### config.mk
export PLATFORM = sky130hd
export DESIGN_NAME = flr_log_core
export DESIGN_NICKNAME = d
export VERILOG_FILES = /design/src/core/flr_log_core.v /design/src/core/flr_code_enc.v
export VERILOG_INCLUDE_DIRS = /design/src /design/src/core
export SDC_FILE = /design/constraint.sdc
export NUM_CORES = 2
export LEC_CHECK = 0
export ABC_AREA = 0
export BUFFER_PORTS_ARGS = -buffer_cell sky130_fd_sc_hd__buf_2
export CAP_MARGIN = 20
export CELL_PAD_IN_SITES_DETAIL_PLACEMENT = 0
export CELL_PAD_IN_SITES_GLOBAL_PLACEMENT = 2
export CORE_ASPECT_RATIO = 2
export CORE_UTILIZATION = 40
export CTS_BUF_LIST = sky130_fd_sc_hd__clkbuf_4 sky130_fd_sc_hd__clkbuf_8
export DETAILED_ROUTE_END_ITERATION = 6
export PLACE_DENSITY_LB_ADDON = 0.1
export RECOVER_POWER = 25
export SYNTH_ARGS = -nofsm -noshare
export SYNTH_HDL_FRONTEND = slang
export SYNTH_SLANG_ARGS = --single-unit
### constraint.sdc
create_clock -name clk_sys -period 5 [get_ports clk_sys]
set_clock_uncertainty 0.1 [all_clocks]
set_input_delay 0.75 -clock clk_sys [delete_from_list [all_inputs] [get_ports clk_sys]]
set_output_delay 0.75 -clock clk_sys [all_outputs]
set_load 0.01 [all_outputs]
### src/core/flr_consts.vh
// flr_consts.vh: offsets, codes and timing for the fault log record builder
// assumes inclusion by bare name from the core design files
`ifndef FLR_CONSTS_VH
`define FLR_CONSTS_VH
// record layout
`define FLR_LOG_BYTES       147
`define FLR_HDR_CODE_POS    0
`define FLR_HDR_TIME_POS    1
`define FLR_EVT_CUR_POS     27
`define FLR_EVT_PREV_POS    47
`define FLR_EVT_OLD_POS     127
`define FLR_EVT_BYTES       20
`define FLR_EVT_COUNT       6
// fault-source codes
`define FLR_CODE_MANUAL     8'hFF
`define FLR_CODE_TON        8'h00
`define FLR_CODE_VOUT_OV    8'h01
`define FLR_CODE_VOUT_UV    8'h02
`define FLR_CODE_IOUT_OC    8'h03
`define FLR_CODE_OT         8'h05
`define FLR_CODE_UT         8'h06
`define FLR_CODE_VIN_OV     8'h07
`define FLR_CODE_DIE_OT     8'h0A
`define FLR_CODE_CH1_OFS    8'h10
// vendor status bit for log present
`define FLR_LOG_PRESENT_BIT 3
// timing
`define FLR_CLK_HZ          10000000
`define FLR_TICK_US         200
`define FLR_TICK_CYC        ((`FLR_CLK_HZ / 1000000) * `FLR_TICK_US)
`define FLR_ERASE_MS        8
`define FLR_ERASE_CYC       ((`FLR_CLK_HZ / 1000) * `FLR_ERASE_MS)
`endif

### src/core/flr_log_core.v
// flr_log_core.v: builds the fault log record and serves it as a byte image
// assumes measurement and status inputs are already on clk_sys; the nvm
// writer consumes wr_valid/wr_addr/wr_data with wr_ready back-pressure
// a record is written once; later faults are ignored until the log is erased or rstn resets the core
`timescale 1ns/1ps
`include "flr_consts.vh"
// Contract
// previous event at bytes 47 to 66
// event fields in documented twenty-byte order
// oldest event at bytes 127 to 146
// sixteen-bit fields stored high byte first
// manual capture gives code all-ones
// channel 0 fault codes as listed
// channel 1 codes are channel 0 plus 0x10
// erase command wipes stored log
// erase clears log-present status bit 3
// status cleared within 8 ms of erase
// host sends erase as send-byte, no data
// header: code byte 0, timer bytes 1-6 LSB first
// current event at 27, finish cycle then write
// no unlisted fault-source codes emitted
module flr_log_core #(
  parameter ERASE_CYC = `FLR_ERASE_CYC,
  parameter TICK_CYC  = `FLR_TICK_CYC
) (
  input  wire        clk_sys,
  input  wire        rstn,
  input  wire        ce,
  input  wire [7:0]  fault_ch0,
  input  wire [7:0]  fault_ch1,
  input  wire        manual_log_capture,
  input  wire        log_erase_command,
  input  wire        cycle_done,
  input  wire [15:0] vout0,
  input  wire [15:0] vout1,
  input  wire [15:0] iout0,
  input  wire [15:0] iout1,
  input  wire [15:0] vin,
  input  wire [15:0] iin,
  input  wire [7:0]  stat_vout0,
  input  wire [7:0]  stat_vout1,
  input  wire [15:0] stat_word0,
  input  wire [15:0] stat_word1,
  input  wire [7:0]  vendor_stat0,
  input  wire [7:0]  vendor_stat1,
  input  wire [7:0]  hdr_peak_byte,
  input  wire        wr_ready,
  output reg         wr_valid,
  output reg  [7:0]  wr_addr,
  output reg  [7:0]  wr_data,
  output reg         wr_erase,
  output reg         log_present,
  output reg         busy
);
  localparam EVT_BITS = `FLR_EVT_BYTES * 8;
  localparam NBYTE = `FLR_EVT_BYTES * `FLR_EVT_COUNT;
  localparam ST_IDLE = 2'd0;
  localparam ST_WAIT = 2'd1;
  localparam ST_WRITE = 2'd2;
  localparam ST_ERASE = 2'd3;

  reg [1:0]       state_r;
  reg [7:0]       code_r;
  reg [47:0]      time_since_reset_counter_r;
  reg [47:0]      snap_time_r;
  reg [15:0]      tick_r;
  reg [22:0]      erase_cnt_r;
  reg [7:0]       addr_r;
  reg [NBYTE*8-1:0] ring_r;
  reg             pending_r;
  wire [7:0]      enc_code;
  wire            enc_valid;
  wire [159:0]    evt_now;
  reg  [7:0]      byte_nxt;
  integer         k;
  wire [NBYTE*8+EVT_BITS-1:0] hist_chain;
  wire [NBYTE*8-1:0]          ring_nxt;
  wire                        hist_shift;
  genvar                      g;

  flr_code_enc u_enc (
    .fault_ch0 (fault_ch0),
    .fault_ch1 (fault_ch1),
    .manual    (manual_log_capture),
    .code      (enc_code),
    .valid     (enc_valid)
  );

  // event image, byte 0 of record in the top bits, words high byte first
  assign evt_now = {vout0, vout1, iout0, iout1, vin, iin,
                    stat_vout0, stat_vout1, stat_word0, stat_word1,
                    vendor_stat0, vendor_stat1};

  // history chain: the live cycle feeds the newest slot and every slot but the
  // oldest hands its event one place older; frozen while a record streams out
  assign hist_chain = {evt_now, ring_r};
  assign hist_shift = cycle_done && (state_r != ST_WRITE);

  // one slot of the six-event history per pass, newest at the top
  generate
    for (g = 0; g < `FLR_EVT_COUNT; g = g + 1) begin : g_slot
      assign ring_nxt[NBYTE*8-1-g*EVT_BITS -: EVT_BITS] =
        hist_chain[NBYTE*8+EVT_BITS-1-g*EVT_BITS -: EVT_BITS];
    end
  endgenerate

  // free-running time since reset, 200 us steps
  // 48 bits outlast the part, so the counter carries no overflow handling
  always @(posedge clk_sys) begin
    if (!rstn) begin
      tick_r <= 16'h0000;
      time_since_reset_counter_r <= 48'h0000_0000_0000;
    end else if (ce) begin
      if (tick_r == TICK_CYC[15:0] - 16'h0001) begin
        tick_r <= 16'h0000;
        time_since_reset_counter_r <= time_since_reset_counter_r + 48'h0000_0000_0001;
      end else begin
        tick_r <= tick_r + 16'h0001;
      end
    end
  end

  // record byte selection by address; past the last byte nothing is read
  always @* begin
    byte_nxt = 8'h00;
    k        = 0;
    if (addr_r == `FLR_HDR_CODE_POS) begin
      byte_nxt = code_r;
    end else if (addr_r < `FLR_HDR_TIME_POS + 6) begin
      // timer snapshot goes out least significant byte first
      byte_nxt = snap_time_r[(addr_r - `FLR_HDR_TIME_POS)*8 +: 8];
    end else if (addr_r < `FLR_EVT_CUR_POS) begin
      byte_nxt = hdr_peak_byte;
    end else if (addr_r < `FLR_LOG_BYTES) begin
      // current at 27, previous at 47, oldest at 127..146
      k = addr_r - `FLR_EVT_CUR_POS;
      byte_nxt = ring_r[NBYTE*8-1-k*8 -: 8];
    end
  end

  // capture, sequencing and erase
  // wr_erase is a one-cycle strobe; every other output is a held level
  always @(posedge clk_sys) begin
    if (!rstn) begin
      state_r     <= ST_IDLE;
      code_r      <= 8'h00;
      snap_time_r <= 48'h0000_0000_0000;
      ring_r      <= {NBYTE*8{1'b0}};
      addr_r      <= 8'h00;
      erase_cnt_r <= 23'h00_0000;
      pending_r   <= 1'b0;
      wr_valid    <= 1'b0;
      wr_addr     <= 8'h00;
      wr_data     <= 8'h00;
      wr_erase    <= 1'b0;
      log_present <= 1'b0;
      busy        <= 1'b0;
    end else if (ce) begin
      wr_erase <= 1'b0;
      // age the six-event history; held during the write so the image
      // cannot change under the byte stream
      if (hist_shift) begin
        ring_r <= ring_nxt;
      end
      case (state_r)
        ST_IDLE: begin
          // erase first, so a host clear beats a capture in the same cycle; one sent outside idle is dropped
          if (log_erase_command) begin
            state_r     <= ST_ERASE;
            erase_cnt_r <= 23'h00_0000;
            wr_erase    <= 1'b1;
            busy        <= 1'b1;
          end else if (enc_valid && !log_present) begin
            code_r      <= enc_code;
            snap_time_r <= time_since_reset_counter_r;
            state_r     <= ST_WAIT;
            busy        <= 1'b1;
          end
        end
        ST_WAIT: begin
          // the cycle in which the fault struck must finish first, so the
          // current event holds a complete set of readings
          if (cycle_done) begin
            state_r <= ST_WRITE;
            addr_r  <= 8'h00;
          end
        end
        ST_WRITE: begin
          // one byte per accepted beat; a beat holds until the writer takes
          // it, and pending_r marks that the last byte is on the port, so
          // the record closes only once byte 146 has been accepted
          if (!wr_valid || wr_ready) begin
            if (pending_r && wr_valid && wr_addr == `FLR_LOG_BYTES - 1) begin
              wr_valid    <= 1'b0;
              pending_r   <= 1'b0;
              state_r     <= ST_IDLE;
              log_present <= 1'b1;
              busy        <= 1'b0;
            end else if (!pending_r) begin
              wr_valid  <= 1'b1;
              wr_addr   <= addr_r;
              wr_data   <= byte_nxt;
              addr_r    <= addr_r + 8'h01;
              pending_r <= (addr_r == `FLR_LOG_BYTES - 1);
            end
          end
        end
        ST_ERASE: begin
          // the present flag drops at once; busy covers the whole erase
          // time so a new capture cannot race the wipe
          log_present <= 1'b0;
          if (erase_cnt_r == ERASE_CYC[22:0] - 23'h00_0001) begin
            state_r <= ST_IDLE;
            busy    <= 1'b0;
          end else begin
            erase_cnt_r <= erase_cnt_r + 23'h00_0001;
          end
        end
        default: state_r <= ST_IDLE;
      endcase
    end
  end
endmodule // flr_log_core

### src/core/flr_code_enc.v
// flr_code_enc.v: maps a one-hot fault vector to the fault-source code
// assumes fault inputs are from the same clock domain
`timescale 1ns/1ps
`include "flr_consts.vh"
module flr_code_enc (
  input  wire [7:0] fault_ch0,
  input  wire [7:0] fault_ch1,
  input  wire       manual,
  output reg  [7:0] code,
  output reg        valid
);
  reg [7:0] base;
  reg [7:0] vec;
  reg       hit;
  // lowest set bit wins; order ton, ov, uv, oc, ot, ut, vin_ov, die_ot
  always @* begin
    base  = `FLR_CODE_TON;
    vec   = (|fault_ch0) ? fault_ch0 : fault_ch1;
    hit   = |vec;
    if (vec[0]) base = `FLR_CODE_TON;
    else if (vec[1]) base = `FLR_CODE_VOUT_OV;
    else if (vec[2]) base = `FLR_CODE_VOUT_UV;
    else if (vec[3]) base = `FLR_CODE_IOUT_OC;
    else if (vec[4]) base = `FLR_CODE_OT;
    else if (vec[5]) base = `FLR_CODE_UT;
    else if (vec[6]) base = `FLR_CODE_VIN_OV;
    else if (vec[7]) base = `FLR_CODE_DIE_OT;
    code  = base;
    valid = hit | manual;
    if (manual) code = `FLR_CODE_MANUAL;
    else if (~(|fault_ch0) && hit) code = base + `FLR_CODE_CH1_OFS;
  end
endmodule // flr_code_enc

### After elaboration in Yosys (flattened, before gate mapping)

Index checks and enable logic that the tools add are counted.

| word-level totals | value |
|---|---|
| bits in registers | 1134 |
| bits of input ports | 191 |
| output and inout port bits | 20 |
| logic and storage cells | 124 |

| operators by class | value |
|---|---|
| $add $sub $neg | 8 |
| magnitude comparators | 3 |
| equal/unequal tests | 18 |
| shifts and indexed selects | 2 |
| mux-type cells | 46 |
| bitwise gates (word level) | 5 |
| reductions and logical operators | 27 |

Operators with widths:

| cell | count |
|---|---|
| $shiftx A967 B13 Y8 | 1 |
| $mux W8 | 18 |
| $add A48 B1 Y48 const B | 1 |
| $shiftx A48 B33 Y8 | 1 |
| $mux W23 | 2 |
| $pmux W23 S2 | 1 |
| $add A23 B1 Y23 const B | 1 |
| $eq A23 B17 Y1 const B | 1 |
| $ne A2 B2 Y1 const B | 9 |
| $reduce_and A6 Y1 | 3 |
| $add A16 B1 Y16 const B | 1 |
| $eq A16 B11 Y1 const B | 1 |
| $eq A8 B8 Y1 const B | 2 |
| $mux W16 | 1 |
| $pmux W8 S2 | 1 |
| $reduce_and A4 Y1 | 4 |
| $reduce_or A8 Y1 | 2 |
| $mux W1 | 13 |
| $sub A11 B12 Y13 const A | 1 |
| $mux W2 | 6 |
| $sub A8 B1 Y9 const B | 1 |
| $sub A8 B5 Y9 const B | 1 |
| $add A8 B1 Y8 const B | 1 |
| $add A8 B5 Y8 const B | 1 |
| 23 further kinds | 35 |

### Depth between registers and ports, before layout

| logic depth | value |
|---|---|
| word-level depth | 13 |
| gate-level depth with buffers | 16 |
| gate-level depth less buffers | 11 |

### Hierarchy

Synthesis repeated with hierarchy kept, for this count alone.

| second synthesis, totals | value |
|---|---|
| cells, all modules | 5739 |
| area, all modules | 51319.2 um2 |

Modules (own cells, without submodules):

| module | instances | cells an instance | area an instance (um2) | seq. area each (um2) |
|---|---|---|---|---|
| flr_log_core | 1 | 5698 | 51049.0 | 22701.8 |
| flr_code_enc | 1 | 41 | 270.3 | 0.0 |

### Worst setup path before layout

No wires, ideal clock.

| timing path | value |
|---|---|
| path type | flip-flop to flip-flop |
| from | register addr_r[0] |
| to | register wr_data[3] |
| library setup time | 120 ps |
| data arrival time | 3285 ps |
| required time | 4780 ps |
| setup slack | 1495 ps |
| stages on the path, launching flop included | 16 |
| path buffers | 7 |
| clock period less this slack | 3505 ps |
| cell sequence | dfxtp_1 buf_4 buf_4 inv_2 clkbuf_1 ha_1 clkbuf_1 buf_2 buf_2 buf_1 mux4_2 nand2_1 nand3_1 a311oi_1 nor4_1 a211o_1 |

| on the way | value |
|---|---|
| cells in the longest elaborated chain, start to end | 7 |
| elaborated cells between the ends (all ways) | 13 |
| those cells by class | 3 x add/sub; 3 x order compare; 2 x shift; 4 x mux; 1 x reduce/logical |

Ends and longest elaborated chain:

| item | RTL line | RTL |
|---|---|---|
| start: declaration | flr_log_core.v:68 | `reg [7:0] addr_r;` |
| start signal: assignment | flr_log_core.v:203 | `addr_r <= addr_r + 8'h01;` |
| $sub A8 B5 Y9 (no source line) | - |  |
| $sub A11 B12 Y13 | flr_log_core.v:137 | `byte_nxt = ring_r[NBYTE*8-1-k*8 -: 8];` |
| $shiftx A967 B13 Y8 | flr_log_core.v:137 |  |
| $mux W8 | flr_log_core.v:134 | `` end else if (addr_r < `FLR_LOG_BYTES) begin `` |
| $mux W8 | flr_log_core.v:132 | `` end else if (addr_r < `FLR_EVT_CUR_POS) begin `` |
| $mux W8 | flr_log_core.v:129 | `` end else if (addr_r < `FLR_HDR_TIME_POS + 6) begin `` |
| $mux W8 (*) | flr_log_core.v:127 | `` if (addr_r == `FLR_HDR_CODE_POS) begin `` |
| end signal: assignment | flr_log_core.v:202 | `wr_data <= byte_nxt;` |
| end: declaration | flr_log_core.v:50 | `output reg [7:0] wr_data,` |

Mark *: on every way between the ends. The rest lies on a longest branch, timed or not.
A chain may end at the register's enable or synchronous reset.

### Worst setup path in the final report

| timing path | value |
|---|---|
| from | register addr_r[1] |
| to | register wr_data[1] |

Same word-level chain as after synthesis.

==> metrics.md <==
| Metric | Value |
|---|---|
| Clk Latency, worst-skew pair | 0.90 ns |
| Port bufs | 210 |
| Last weighted congestion value of the routability-driven placer | 0.896 |
| Hold path cells | 3 |
| Met3 wire length | 5650 um |
| Multi-input logic area | 26,600 sq um |
| Total GRT Usage | 0.271 |
| Area occupied by registers | 22,700 sq um |
| Critical path capture point type | flop |
| Hpwl dp | 120,000 um |
| HP Start | iin[1] |
| Slew at the pin closest to its max-slew limit | 2.16 ns |
| Htree depth | 4 |
| Iteration-0 DRC Markers | 2,927 |
| Slew margin rel. | -0.446 |
| Leakage power total | 19.0 nW |
| Final Net Count | 6,191 |
| Pwr Density | 325 nW/um^2 |
| Setup TNS | 0 ns |
| CTS clk-pin slew, worst paths | 0.08 ns |
| Non-Filler Instances | 7,808 |
| M1 wire length | 68,900 um |
| Final period util | 0.835 |
| Top routing layer in use | met4 |
| Largest net degree at the start of global routing | 287 |
| Outcome | complete, but fails checks |
| Gate Count Post-Synth | 5,842 |
| RSZ-0062 raised after global routing | false |
| FILL cells | 12,664 |
| Crit path launch type | flop |
| WHS Endpoint | ring_r[865] |
| Total grt overflow | 0 |
| Sequential fraction of the synthesis area | 0.442 |
| Post-CTS Setup Bufs | 0 |
| Routed Antenna Nets | 0 |
| EDFF count, synth | 0 |
| Syn Nets | 6,040 |
| Synth cell types | 78 |
| Top FF cell, synth | dfxtp_1 |
| Vias per cell | 5.28 |
| DR pass1 iterations | 5 |
| Final Hold Vio Count | 0 |
| WS Path Type | flop to flop |
| Cell Area, Synth | 51,300 sq um |
| Initial Util | 0.404 |
| Clk root buf | clkbuf_8 |
| FF-to-FF Start | addr_r[1] |
| Setup violators final | 0 |
| Routed wire length | 176,000 um |
| Vias in the first global route | 40,462 |
| Die area | 130,000 sq um |
| Total CTS buffers | 173 |
| Sinks on Clock Net | 1,132 |
| Area of the core | 127,000 sq um |
| Total power | 19.0 mW |
| Maximum VDD drop | 255 uV |
| CP required | 5.66 ns |
| Share of cells above drive strength 1 | 0.140 |
| Residual DRC count | 0 |
| R2r endpoint | wr_data[1] |
| Die Height | 509 um |
| DR vias | 41,244 |
| Min Clock Period, post-route | 4.17 ns |
| Drt wl/cell | 22.6 um |
| Clock buffer depth | 3 |
| Max-Cap Viols | 1 |
| Synth async-reset ratio | 0 |
| CP Data Arrival Time | 4.83 ns |
| Worst R2R Setup Slack | 0.83 ns |
| Failing checks | max-capacitance violations, max-slew violations |
| Fmax | 240 MHz |
| R2R depth | 10 |
| Crit path max fanout | 19 |
| Syn. warnings | 0 |
| CTS tree | built |
| Initial antenna violation count | 3 |
| Die width | 255 um |
| I/O pin count | 211 |
| First-pass GRT wire length | 262,000 um |
| WL met2 | 92,400 um |
| Site Rows | 185 |
| Slew Limit Fails | 31 |
| Placed cells | 7,360 |
| Post-synthesis area per instance | 8.78 sq um |
| Area delta synth->final | 14.1% |
| Seq cells post-synth | 1,132 |
| Hold crit path type | input port to flop |
-- power breakdown --
group	internal, mW	switching, mW
clock network	4.47	3.79
registers	9.14	0.155
logic	0.530	0.933
-- cells in the final DEF, fill, tap and decap left out, types with 15 or more instances in the layout --
master            n
dlygate4sd3_1   141
buf_2           189
mux4_2          257
nand3_1          88
a31oi_1          22
clkbuf_1         26
and3_1           34
xor2_1           28
dfxtp_1        1131
or3_1            16
buf_12           27
nand4_1          31
a21boi_0        974
nor2_1           65
clkbuf_4         72
and2_1           37
buf_4            57
xnor2_1          53
clkbuf_8        213
nor3_1           33
o21ai_0          32
nand2_1        2251
mux2i_1          22
a21oi_1          46
inv_1            15
a21boi_1         56
-- cell type report --
class | count | area share
Clock inverter | 20 | 0.00338
Antenna cell | 2 | 0.0000855
Multi-Input combinational cell | 4226 | 0.454
Timing Repair Buffer | 443 | 0.0589
Tap cell | 1683 | 0.0360
Clock buffer | 285 | 0.0593
Sequential cell | 1132 | 0.387
Inverter | 17 | 0.00109
-- metal layers --
metal,track usage,up-vias
met3,0.0341,299
met4,0.134,0
met2,0.493,857
li1,-,20147
met1,0.306,19941
met5,0,-
-- worst max path at each step --
stage	startpoint	end	slack (ns)
3_5_place_dp	addr_r[1]	wr_data[1]	0.90
6_report	addr_r[1]	wr_data[1]	0.83
3_3_place_gp	addr_r[1]	wr_data[1]	0.92
2_1_floorplan	addr_r[0]	wr_data[3]	1.50
5_1_grt	state_r[0]	ring_r[431]	0.53
4_1_cts	addr_r[1]	wr_data[1]	0.85
-- Yosys cell counts, types with 7 or more instances --
library cell,number,area (sq um)
nor3_1,33,165
buf_2,37,185
nand2_1,2251,8450
buf_6,12,135
nand3_1,88,440
inv_1,15,56.3
mux4_2,257,5790
nand4_1,31,194
and2_1,46,288
buf_4,16,120
nor2_1,66,248
or3_1,16,100
clkbuf_1,382,1430
a21boi_0,973,7300
and3_1,34,213
a32oi_1,7,61.3
o21ai_0,30,150
a21oi_1,46,230
a311oi_1,12,105
xnor2_1,54,473
nor2b_1,13,81.3
buf_1,15,56.3
ha_1,7,87.6
dfxtp_1,1132,22700
nor4_1,8,50.1
xor2_1,28,245
and4_1,9,78.8
a31oi_1,22,138
mux2i_1,22,220
a21boi_1,57,428
-- sequential cells by signal, indices dropped and copies added (netlist names) --
signal                      count
time_since_reset_counter_r     48
wr_data                         8
log_present                     1
wr_addr                         8
addr_r                          8
state_r                         2
busy                            1
wr_erase                        1
tick_r                         16
snap_time_r                    48
code_r                          6
ring_r                        960
pending_r                       1
erase_cnt_r                    23
wr_valid                        1
-- cells by family (layout without fill, tap and decap cells) --
family,Yosys count,after routing,synth area share
fa+ha+maj,7,7,0.00171
simple gates,2627,2627,0.206
xor+xnor,84,84,0.0151
compound gates,1227,1227,0.178
buf+inv,484,765,0.0404
mux,281,281,0.118
other cells,0,2,0
flops,1132,1132,0.442
-- worst max-delay path: stages, from the launching register on --
cell,delay (ns)
dfxtp_1,0.50
ha_1,0.42
xor2_4,0.86
buf_12,0.29
mux4_2,0.52
nand2_1,0.08
nand3_1,0.24
a31oi_1,0.30
a2111oi_0,0.17
buf_4,0.20
a311o_1,0.31
-- through the flow --
stage / utilization / hold slack [ns] / instance area (sq um) / setup WS, ns
4_1_cts: 0.461 / 0.000952 / 58600 / 0.854
6_report: 0.461 / 0.0923 / 58500 / 0.827
3_5_place_dp: 0.421 / 0.346 / 53500 / 0.901
2_1_floorplan: - / 0.331 / 51300 / 1.50
5_1_grt: 0.461 / 0.0302 / 58500 / 0.530
3_3_place_gp: 0.421 / 0.339 / 53500 / 0.920
-- timing repair --
action | 4_1_cts | 5_1_grt
hold buffers | 141 | 0
endpoints found under the setup margin | 0 | 0
hold endpoints to repair | 141 | 0
gates resized for setup | 0 | 0
(Power assumes the default switching activity.)
